[src/rtl/gpc_regs.vh]
// register offsets, reset values and pin map of the port c block
`ifndef GPC_REGS_VH
`define GPC_REGS_VH
`define GPC_OFF_PIN_DATA    12'h000
`define GPC_OFF_DIRECTION   12'h004
`define GPC_OFF_ANALOG_SELECT_LOW_LOW   12'h008
`define GPC_OFF_ANALOG_SELECT_LOW_HIGH  12'h00C
`define GPC_OFF_PERIPH_SEL  12'h010
`define GPC_OFF_LATCH       12'h014
`define GPC_RST_DIRECTION   8'hFF
`define GPC_RST_ANALOG_SELECT_LOW_LOW   8'hFF
`define GPC_RST_ANALOG_SELECT_LOW_HIGH  8'h0F
`define GPC_RST_PERIPH_SEL  8'h00
`define GPC_RST_LATCH       8'h00
`define GPC_MASK_ANALOG_SELECT_LOW_HIGH 8'h0F
`define GPC_BIT_CMP2        0
`define GPC_BIT_PWM_B       1
`define GPC_BIT_CCP         2
`define GPC_BIT_PWM_A       3
`define GPC_BIT_SLAVE_SEL   4
`define GPC_BIT_SER_OUT     5
`define GPC_PIN_FOUR        4
`define GPC_PIN_FIVE        5
`define GPC_PIN_SIX         6
`define GPC_PIN_SEVEN       7
`define GPC_RESP_OKAY       2'b00
`define GPC_RESP_SLVERR     2'b10
`endif

[src/rtl/gpc_sync.v]
// two flip-flop synchroniser for a group of pin inputs
module gpc_sync #(
  parameter WIDTH = 8
) (
  input  wire             clk,
  input  wire             reset_n,
  input  wire [WIDTH-1:0] async_in,
  output reg  [WIDTH-1:0] sync_out
);
  reg [WIDTH-1:0] meta_r;

  always @(posedge clk or negedge reset_n) begin
    if (!reset_n) begin
      meta_r   <= {WIDTH{1'b0}};
      sync_out <= {WIDTH{1'b0}};
    end else begin
      meta_r   <= async_in;
      sync_out <= meta_r;
    end
  end
endmodule

[src/rtl/gpc_port.v]
// eight-bit general purpose port c with axi4-lite register access
// Summary of operation
// - direction bit one makes pin high impedance, except pin five while ccp or pwm a is selected
// - direction bit zero drives latch onto pin, unless a selected peripheral owns pin four, five, six or seven
// - eight pins, each one individually bidirectional
// - data read returns pins, write stores latch
// - pin data writes without byte lane zero copy pin levels to latch
// - direction bits govern drivers even when analog
// - analog-selected pins read back as zero
// - pin five serves capture signal or pwm
// - pin six slave select, seven serial out
module gpc_port (
  input  wire        clk,
  input  wire        reset_n,
  input  wire [11:0] s_axi_awaddr,
  input  wire        s_axi_awvalid,
  output reg         s_axi_awready,
  input  wire [31:0] s_axi_wdata,
  input  wire [3:0]  s_axi_wstrb,
  input  wire        s_axi_wvalid,
  output reg         s_axi_wready,
  output reg  [1:0]  s_axi_bresp,
  output reg         s_axi_bvalid,
  input  wire        s_axi_bready,
  input  wire [11:0] s_axi_araddr,
  input  wire        s_axi_arvalid,
  output reg         s_axi_arready,
  output reg  [31:0] s_axi_rdata,
  output reg  [1:0]  s_axi_rresp,
  output reg         s_axi_rvalid,
  input  wire        s_axi_rready,
  input  wire [7:0]  pin_in,
  output reg  [7:0]  pin_out,
  output reg  [7:0]  pin_oe_n,
  input  wire        comparator_two_output,
  input  wire        pwm_channel_b,
  input  wire        pwm_channel_a,
  input  wire        capture_compare_out,
  input  wire        capture_compare_oe,
  output reg         capture_compare_in,
  output reg         slave_select_in,
  input  wire        serial_data_out,
  output reg  [11:0] analog_channel_sel
);
`include "gpc_regs.vh"

  // ****************************************************************
  // registers
  // ****************************************************************
  reg  [7:0]  latch_r;
  reg  [7:0]  direction_r;
  reg  [7:0]  analog_select_low_low_r;
  reg  [7:0]  analog_select_low_high_r;
  reg  [7:0]  periph_sel_r;
  reg  [11:0] awaddr_r;
  reg         aw_have_r;
  reg  [31:0] wdata_r;
  reg  [3:0]  wstrb_r;
  reg         w_have_r;
  wire [7:0]  pin_sync;
  wire [7:0]  pin_read;
  wire [7:0]  rmw_base;
  wire [7:0]  wr_byte;
  wire        wr_fire;
  wire        wr_hit;
  reg  [31:0] rd_data;
  reg         rd_hit;

  // ****************************************************************
  // pin synchroniser
  // ****************************************************************
  gpc_sync #(
    .WIDTH    (8)
  ) u_sync (
    .clk      (clk),
    .reset_n  (reset_n),
    .async_in (pin_in),
    .sync_out (pin_sync)
  );

  // analog pins c0..c3 map to low select 4..7, c6..c7 to high select 0..1
  wire [7:0] pin_analog;
  assign pin_analog = {analog_select_low_high_r[1:0], 2'b00, analog_select_low_low_r[7:4]};
  assign pin_read   = pin_sync & ~pin_analog;
  assign rmw_base   = pin_read;
  assign wr_byte    = wstrb_r[0] ? wdata_r[7:0] : rmw_base;

  // ****************************************************************
  // write channel
  // ****************************************************************
  assign wr_fire = aw_have_r && w_have_r && !s_axi_bvalid;
  assign wr_hit  = (awaddr_r[11:2] == `GPC_OFF_PIN_DATA >> 2)
                || (awaddr_r[11:2] == `GPC_OFF_DIRECTION >> 2)
                || (awaddr_r[11:2] == `GPC_OFF_ANALOG_SELECT_LOW_LOW >> 2)
                || (awaddr_r[11:2] == `GPC_OFF_ANALOG_SELECT_LOW_HIGH >> 2)
                || (awaddr_r[11:2] == `GPC_OFF_PERIPH_SEL >> 2);

  always @(posedge clk or negedge reset_n) begin
    if (!reset_n) begin
      s_axi_awready <= 1'b0;
      s_axi_wready  <= 1'b0;
      s_axi_bvalid  <= 1'b0;
      s_axi_bresp   <= `GPC_RESP_OKAY;
      aw_have_r     <= 1'b0;
      w_have_r      <= 1'b0;
      awaddr_r      <= 12'h000;
      wdata_r       <= 32'h00000000;
      wstrb_r       <= 4'h0;
    end else begin
      s_axi_awready <= !aw_have_r && !s_axi_awready && s_axi_awvalid;
      s_axi_wready  <= !w_have_r && !s_axi_wready && s_axi_wvalid;
      if (s_axi_awvalid && s_axi_awready) begin
        aw_have_r <= 1'b1;
        awaddr_r  <= s_axi_awaddr;
      end
      if (s_axi_wvalid && s_axi_wready) begin
        w_have_r <= 1'b1;
        wdata_r  <= s_axi_wdata;
        wstrb_r  <= s_axi_wstrb;
      end
      if (wr_fire) begin
        aw_have_r    <= 1'b0;
        w_have_r     <= 1'b0;
        s_axi_bvalid <= 1'b1;
        s_axi_bresp  <= wr_hit ? `GPC_RESP_OKAY : `GPC_RESP_SLVERR;
      end else if (s_axi_bvalid && s_axi_bready) begin
        s_axi_bvalid <= 1'b0;
      end
    end
  end

  // register updates on a completed write, byte lane zero only except pin data, which loads the latch on every write
  always @(posedge clk or negedge reset_n) begin
    if (!reset_n) begin
      latch_r      <= `GPC_RST_LATCH;
      direction_r  <= `GPC_RST_DIRECTION;
      analog_select_low_low_r  <= `GPC_RST_ANALOG_SELECT_LOW_LOW;
      analog_select_low_high_r <= `GPC_RST_ANALOG_SELECT_LOW_HIGH;
      periph_sel_r <= `GPC_RST_PERIPH_SEL;
    end else if (wr_fire) begin
      case (awaddr_r[11:2])
        `GPC_OFF_PIN_DATA >> 2: begin
          latch_r <= wr_byte;
        end
        `GPC_OFF_DIRECTION >> 2: begin
          if (wstrb_r[0]) begin
            direction_r <= wdata_r[7:0];
          end
        end
        `GPC_OFF_ANALOG_SELECT_LOW_LOW >> 2: begin
          if (wstrb_r[0]) begin
            analog_select_low_low_r <= wdata_r[7:0];
          end
        end
        `GPC_OFF_ANALOG_SELECT_LOW_HIGH >> 2: begin
          if (wstrb_r[0]) begin
            analog_select_low_high_r <= wdata_r[7:0] & `GPC_MASK_ANALOG_SELECT_LOW_HIGH;
          end
        end
        `GPC_OFF_PERIPH_SEL >> 2: begin
          if (wstrb_r[0]) begin
            periph_sel_r <= {2'b00, wdata_r[5:0]};
          end
        end
        default: begin
          latch_r <= latch_r;
        end
      endcase
    end
  end

  // ****************************************************************
  // read channel
  // ****************************************************************
  always @* begin
    rd_data = 32'h00000000;
    rd_hit  = 1'b1;
    case (s_axi_araddr[11:2])
      `GPC_OFF_PIN_DATA >> 2:   rd_data[7:0] = pin_read;
      `GPC_OFF_DIRECTION >> 2:  rd_data[7:0] = direction_r;
      `GPC_OFF_ANALOG_SELECT_LOW_LOW >> 2:  rd_data[7:0] = analog_select_low_low_r;
      `GPC_OFF_ANALOG_SELECT_LOW_HIGH >> 2: rd_data[7:0] = analog_select_low_high_r;
      `GPC_OFF_PERIPH_SEL >> 2: rd_data[7:0] = periph_sel_r;
      `GPC_OFF_LATCH >> 2:      rd_data[7:0] = latch_r;
      default:                  rd_hit = 1'b0;
    endcase
  end

  always @(posedge clk or negedge reset_n) begin
    if (!reset_n) begin
      s_axi_arready <= 1'b0;
      s_axi_rvalid  <= 1'b0;
      s_axi_rdata   <= 32'h00000000;
      s_axi_rresp   <= `GPC_RESP_OKAY;
    end else begin
      s_axi_arready <= !s_axi_arready && !s_axi_rvalid && s_axi_arvalid;
      if (s_axi_arvalid && s_axi_arready) begin
        s_axi_rvalid <= 1'b1;
        s_axi_rdata  <= rd_data;
        s_axi_rresp  <= rd_hit ? `GPC_RESP_OKAY : `GPC_RESP_SLVERR;
      end else if (s_axi_rvalid && s_axi_rready) begin
        s_axi_rvalid <= 1'b0;
      end
    end
  end

  // ****************************************************************
  // pin drivers and peripheral muxing
  // ****************************************************************
  reg [7:0] out_nxt;
  reg [7:0] oe_n_nxt;

  always @* begin
    out_nxt  = latch_r;
    oe_n_nxt = direction_r;
    if (periph_sel_r[`GPC_BIT_CMP2]) begin
      out_nxt[`GPC_PIN_FOUR] = comparator_two_output;
    end else if (periph_sel_r[`GPC_BIT_PWM_B]) begin
      out_nxt[`GPC_PIN_FOUR] = pwm_channel_b;
    end
    if (periph_sel_r[`GPC_BIT_CCP]) begin
      out_nxt[`GPC_PIN_FIVE]  = capture_compare_out;
      oe_n_nxt[`GPC_PIN_FIVE] = !capture_compare_oe;
    end else if (periph_sel_r[`GPC_BIT_PWM_A]) begin
      out_nxt[`GPC_PIN_FIVE]  = pwm_channel_a;
      oe_n_nxt[`GPC_PIN_FIVE] = 1'b0;
    end
    if (periph_sel_r[`GPC_BIT_SLAVE_SEL]) begin
      oe_n_nxt[`GPC_PIN_SIX] = 1'b1;
    end
    if (periph_sel_r[`GPC_BIT_SER_OUT]) begin
      out_nxt[`GPC_PIN_SEVEN] = serial_data_out;
    end
  end

  always @(posedge clk or negedge reset_n) begin
    if (!reset_n) begin
      pin_out            <= `GPC_RST_LATCH;
      pin_oe_n           <= `GPC_RST_DIRECTION;
      capture_compare_in <= 1'b0;
      slave_select_in    <= 1'b1;
      analog_channel_sel <= 12'h000;
    end else begin
      pin_out            <= out_nxt;
      pin_oe_n           <= oe_n_nxt;
      capture_compare_in <= pin_sync[`GPC_PIN_FIVE];
      slave_select_in    <= periph_sel_r[`GPC_BIT_SLAVE_SEL] ?
                            pin_sync[`GPC_PIN_SIX] : 1'b1;
      analog_channel_sel <= {analog_select_low_high_r[3:0], analog_select_low_low_r};
    end
  end
endmodule

[config.mk]
export PLATFORM = sky130hd
export DESIGN_NAME = gpc_port
export DESIGN_NICKNAME = d
export VERILOG_FILES = /design/src/rtl/gpc_sync.v /design/src/rtl/gpc_port.v
export VERILOG_INCLUDE_DIRS = /design/src /design/src/rtl
export SDC_FILE = /design/constraint.sdc
export NUM_CORES = 1
export LEC_CHECK = 0
export ABC_AREA = 0
export BUFFER_PORTS_ARGS = -buffer_cell sky130_fd_sc_hd__clkbuf_2
export CORE_ASPECT_RATIO = 1.75
export CORE_MARGIN = 10
export CORE_UTILIZATION = 54
export DETAILED_ROUTE_END_ITERATION = 12
export PLACE_DENSITY = 0.93
export SLEW_MARGIN = 15
export SYNTH_ARGS = -nofsm -noshare
export SYNTH_HDL_FRONTEND = slang
export SYNTH_SLANG_ARGS = --single-unit
[constraint.sdc]
create_clock -name clk -period 4.6 [get_ports clk]
set_clock_uncertainty 0.05 [all_clocks]
set_input_delay 1.15 -clock clk [delete_from_list [all_inputs] [get_ports clk]]
set_output_delay 1.15 -clock clk [all_outputs]
set_load 0.05 [all_outputs]
-- After elaboration in Yosys (flattened, before gate mapping)
Index checks and enable logic that the tools add are counted.
- output and inout port bits: 71
- memory bits (read-only): 0
- register bits after elaboration: 120
- bits in writable memories: 0
- word-level logic and storage cells: 95
- bits in latches: 0
- memories: 0
- divide/modulo/power cells: 0
- reductions and logical operators: 37
- equality and inequality tests: 9
- bitwise logic cells: 2
- order comparisons: 0
- mux-type cells: 22
- multipliers: 0
- add/subtract/negate cells: 0
- shift operators: 0
- operators with widths (kind ; number):
    $pmux W8 S6 ; 1
    $eq A10 B2 Y1 const B ; 4
    $eq A10 B3 Y1 const B ; 3
    $eq A10 B1 Y1 const B ; 2
    $logic_not A10 Y1 ; 2
    $mux W1 ; 18
    $logic_and A1 B1 Y1 ; 13
    $reduce_and A3 Y1 ; 4
    $and A8 B8 Y8 ; 1
    $logic_not A1 Y1 ; 8
    $mux W8 ; 1
    $not A8 Y8 ; 1
    $reduce_bool A2 Y1 ; 4
    $reduce_or A6 Y1 ; 1
    $logic_or A1 B1 Y1 ; 4
    $mux W2 ; 2
    $reduce_and A2 Y1 ; 1

-- Depth between registers and ports, before layout
- depth after elaboration: 6
- gate-level depth with buffers: 6

-- Hierarchy
A second synthesis with hierarchy kept.
- cells, all modules: 334
- area total of the unflattened synthesis: 4606.9 sq um
- by module, submodules not included (module ; cells an instance ; instances ; area an instance (sq um)):
    gpc_port ; 318 ; 1 ; 4206.5
    gpc_sync ; 16 ; 1 ; 400.4

-- Worst setup path before layout
Ideal clock, no wire load.
- kind: in2reg
- start: input s_axi_araddr[7]
- end: register s_axi_rresp[1]
- library setup time: 0.119 ns
- stages: 4
- data arrival time: 2.175 ns
- setup slack: 2.256 ns
- path through: or4_4 > nor4_4 > nand2_2 > o21a_1
- word-level cells in the longest chain between the ends: 4
- elaborated cells on any way between the ends: 9
- RTL lines (element ; line ; source):
    start: declaration ; gpc_port.v:25 ; input wire [11:0] s_axi_araddr,
    $eq A10 B3 Y1 (tied with other cells) ; gpc_port.v:178 ; case (s_axi_araddr[11:2])
    $reduce_or A6 Y1 (no line) (*) ; - ;
    $mux W1 (*) ; gpc_port.v:178 ;
    $mux W2 (no line) (*) ; - ;
    end signal: assignment ; gpc_port.v:194 ; s_axi_rresp <= `GPC_RESP_OKAY;
    end signal: assignment ; gpc_port.v:200 ; s_axi_rresp <= rd_hit ? `GPC_RESP_OKAY : `GPC_RESP_SLVERR;
    end: declaration ; gpc_port.v:29 ; output reg [1:0] s_axi_rresp,
Every way passes the cells marked *; elsewhere a longest branch is shown, timed or not.
A chain may end at the register's enable or synchronous reset.

-- Final worst setup path
- start: register pin_oe_n[4]
- end: output pin_oe_n[4]
- RTL lines (element ; line ; source):
    start: declaration ; gpc_port.v:34 ; output reg [7:0] pin_oe_n,
    start signal: assignment ; gpc_port.v:239 ; pin_oe_n <= `GPC_RST_DIRECTION;
    start signal: assignment ; gpc_port.v:245 ; pin_oe_n <= oe_n_nxt;
No word-level cell between the ends.

==> impl_summary.txt <==
----------------------------------------------------
[GRT]
  Total overflow reported by the global router ... 0
  Largest net degree at the start of global routing ... 86
  Via count of the first global-routing pass ... 3263
  GRT Total Usage ... 0.166
  First-pass GRT wire length ... 16.8 mm
  Initial antenna violation count ... 0

[Synth]
  Number of distinct library cell variants in the gate-level netlist after synthesis ... 51
  Ys Warns ... 0
  Fraction of registers with async set or reset after synthesis ... 1.00
  Number of synthesized register bits ... 116
  Proportion of synthesized chip area in sequential cells ... 0.622
  Main synth FF type ... sky130_fd_sc_hd__dfrtp_1
  Number of instances in the synthesized netlist ... 339
  Total standard cell area after synthesis ... 0.00472 sq mm
  Avg Synthesized Cell Area ... 13.9 sq um
  Number of flops mapped to enable cells by yosys ... 0

[Critical path]
  Crit-path max FO ... 1
  Worst Reg-to-Reg Cells ... 4
  Top delay family on crit path ... flip-flops
  Largest incremental delay on the critical path ... 530 ps
  Worst-path cell with the longest stage delay ... sky130_fd_sc_hd__dfstp_2
  Worst path arrival time ... 1200 ps
  Worst Setup Path Type ... flip-flop to output pin
  Setup slack, reg-to-reg ... 2470 ps
  Critical path capture point type ... output pin
  Cell chain of the critical path ... clkbuf_2
  Reg2reg start ... s_axi_bvalid
  Reg2reg end ... analog_select_low_low_r[7]
  Bufs and invs on worst path ... 1
  Startpoint type of the worst setup path ... flip-flop
  Data required time at the worst endpoint ... 3400 ps

[Hold path]
  Worst min-delay path startpoint ... u_sync.meta_r[0]
  Hold Crit Depth ... 0
  Class of the most critical hold timing path ... flip-flop to flip-flop
  Hold EP ... u_sync.sync_out[0]

[Die]
  # rows ... 45
  Area of the die ... 0.0130 sq mm
  DIE HEIGHT ... 144 microns
  I/O pin total ... 152
  Starting utilization of the core area ... 0.548
  Width of the die ... 90.7 microns
  Core Region ... 0.00861 sq mm

[Routing]
  Total vias in the final route ... 2977
  Average wire length per cell after detail routing ... 18.4 microns
  1st-iter DRT viols ... 185
  Post-detailed-route DRC marker count ... 0
  Detail Route Antenna Nets ... 0
  WL final ... 10.5 mm
  Vias per cell ... 5.19
  First-pass iteration count of the detailed router ... 4

[Final layout]
  Net count of the finished layout ... 525
  Antenna Diode Count ... 0
  Share of cells above drive strength 1 ... 0.490
  Number of flip-flops in the largest register ... 12
  Fillers ... 609
  Largest registers ranked by flip-flop count ... analog_channel_sel: 12 flops, awaddr_r: 10 flops
  Area growth from synthesis to layout ... 21.9%
  Largest register by flop count ... analog_channel_sel

[Clock tree]
  Clock transition time at the flip-flop clock pins of the worst setup and hold paths ... 50 ps
  Root Driver ... sky130_fd_sc_hd__clkbuf_16
  TritonCTS clock tree ... yes
  # resized after CTS ... 0
  CTS Buf Count ... 17
  Setup Fix Bufs, Post-CTS ... 0
  Number of buffers inserted for hold repair after clock tree synthesis ... 0
  Clock Sink Count ... 116
  Maximum clock path buffer count ... 2
  CTS H-tree lvls ... 4
  Worst skew pair latency ... 400 ps

[Timing]
  Maximum achievable frequency ... 416 MHz
  Finish-stage setup viols ... 0
  Relative slew margins ... 0.323
  RSZ-0062 raised after global routing ... false
  Min Tclk post-route ... 2400 ps
  Final worst slack ... 2200 ps
  Max-slew violation count ... 0
  Setup TNS ... 0 ps
  Final hold viol count ... 0
  Slew at the pin closest to its max-slew limit ... 1010 ps
  Period utilization ... 0.522

[Placement]
  Number of port buffers ... 94
  Half-perimeter wire length after placement ... 7.82 mm
  Gp weighted congestion ... 0.878
  Worst slack at placement ... 2000 ps

[Power]
  Proportion of power drawn by flip-flops and latches ... 0.439
  PwrDens ... 537 mW/mm^2
  Leakage power ... 0.00280 uW
  Combinational Power Share ... 0.173
  Worst voltage drop across the vdd grid ... 476 uV
  Internal ... 2180 uW
  Net switching power of the design ... 907 uW
  Switching share of power ... 0.294
  Part of the power in the clock network ... 0.387

[Job]
  Maximum capacitance violations ... 0

[Status]
  Status ... finished, final reports clean

----------------------------------------------------
-- worst max path at each step --
stage,start,to,cells past startpoint
after floorplan,s_axi_araddr[7],s_axi_rresp[1],4
after global placement,s_axi_araddr[7],s_axi_rresp[1],5
after detailed placement,s_axi_araddr[7],s_axi_rresp[1],5
after CTS,pin_oe_n[4],pin_oe_n[4],1
after global routing,pin_oe_n[4],pin_oe_n[4],1
final,pin_oe_n[4],pin_oe_n[4],1
-- power by group through the flow --
stage	Clock, uW	Combinational [uW]	Sequential [uW]
5_1_grt	1260	575	1380
6_report	1200	535	1360
3_3_place_gp	0	514	1350
3_5_place_dp	0	536	1370
2_1_floorplan	0	328	1430
4_1_cts	1220	540	1350
-- cell usage after synthesis (all sizes together) (3+ instances only) --
cell	number	share of area
nor2	9	0.0072
buf	31	0.049
mux2	60	0.15
a21oi	9	0.0095
nor3b	4	0.0064
mux2i	11	0.023
nand2b	9	0.012
dfrtp	87	0.46
nand2	23	0.019
clkbuf	4	0.0034
nor4	3	0.010
o21ai	23	0.024
inv	3	0.0024
dfstp	29	0.16
-- final cells by class --
cell class	count	area [sq um]	share of cell area
repair buffers	96	488	0.0848
clock buffers	27	503	0.0874
clock inverters	5	50.0	0.00870
well taps	117	146	0.0254
inverters	3	11.3	0.00196
multi-input cells	210	1620	0.281
flip-flops and latches	116	2940	0.511
-- cells by family after synthesis --
family,after synthesis,share of synthesized area
multiplexers,72,0.178
flip-flops,116,0.622
other,1,0.000794
AND/OR/NAND/NOR,69,0.0925
buffers and inverters,38,0.0551
AO/OA/AOI/OAI,43,0.0517
-- per-layer routing --
metal | vias up | global-route usage | wire, microns
li1 | 1349 | - | -
met1 | 1487 | 0.162 | 3770
met2 | 123 | 0.299 | 5810
met3 | 18 | 0.0658 | 736
met4 | 0 | 0.0783 | 230
met5 | - | 0 | 0
-- metrics by stage --
step | cells | instance area [sq um] | util | total power [uW] | hold slack (ps)
2_1_floorplan | 364 | 4820 | - | 1750 | 281
3_3_place_gp | 542 | 5200 | 0.604 | 1860 | 282
3_5_place_dp | 542 | 5200 | 0.604 | 1900 | 285
4_1_cts | 574 | 5750 | 0.668 | 3110 | 292
5_1_grt | 574 | 5750 | 0.668 | 3210 | 299
6_report | 574 | 5750 | 0.668 | 3090 | 293
-- placed cells by master (no fill, tap or decap), types with 4 or more instances in the layout --
cell type and n:
sky130_fd_sc_hd__clkbuf_2 93, sky130_fd_sc_hd__dfrtp_1 87, sky130_fd_sc_hd__mux2_2 52, sky130_fd_sc_hd__dfstp_2 29
sky130_fd_sc_hd__conb_1 26, sky130_fd_sc_hd__nand2_1 22, sky130_fd_sc_hd__o21ai_0 19, sky130_fd_sc_hd__clkbuf_16 17
sky130_fd_sc_hd__mux2i_1 11, sky130_fd_sc_hd__nand2b_1 9, sky130_fd_sc_hd__a21oi_1 9, sky130_fd_sc_hd__nor2_1 9
sky130_fd_sc_hd__mux2_4 8, sky130_fd_sc_hd__clkbuf_1 6, sky130_fd_sc_hd__nor3b_1 4, sky130_fd_sc_hd__o21ai_1 4
sky130_fd_sc_hd__clkinv_2 4, sky130_fd_sc_hd__clkbuf_8 4
Power figures use the tool's default switching activity.
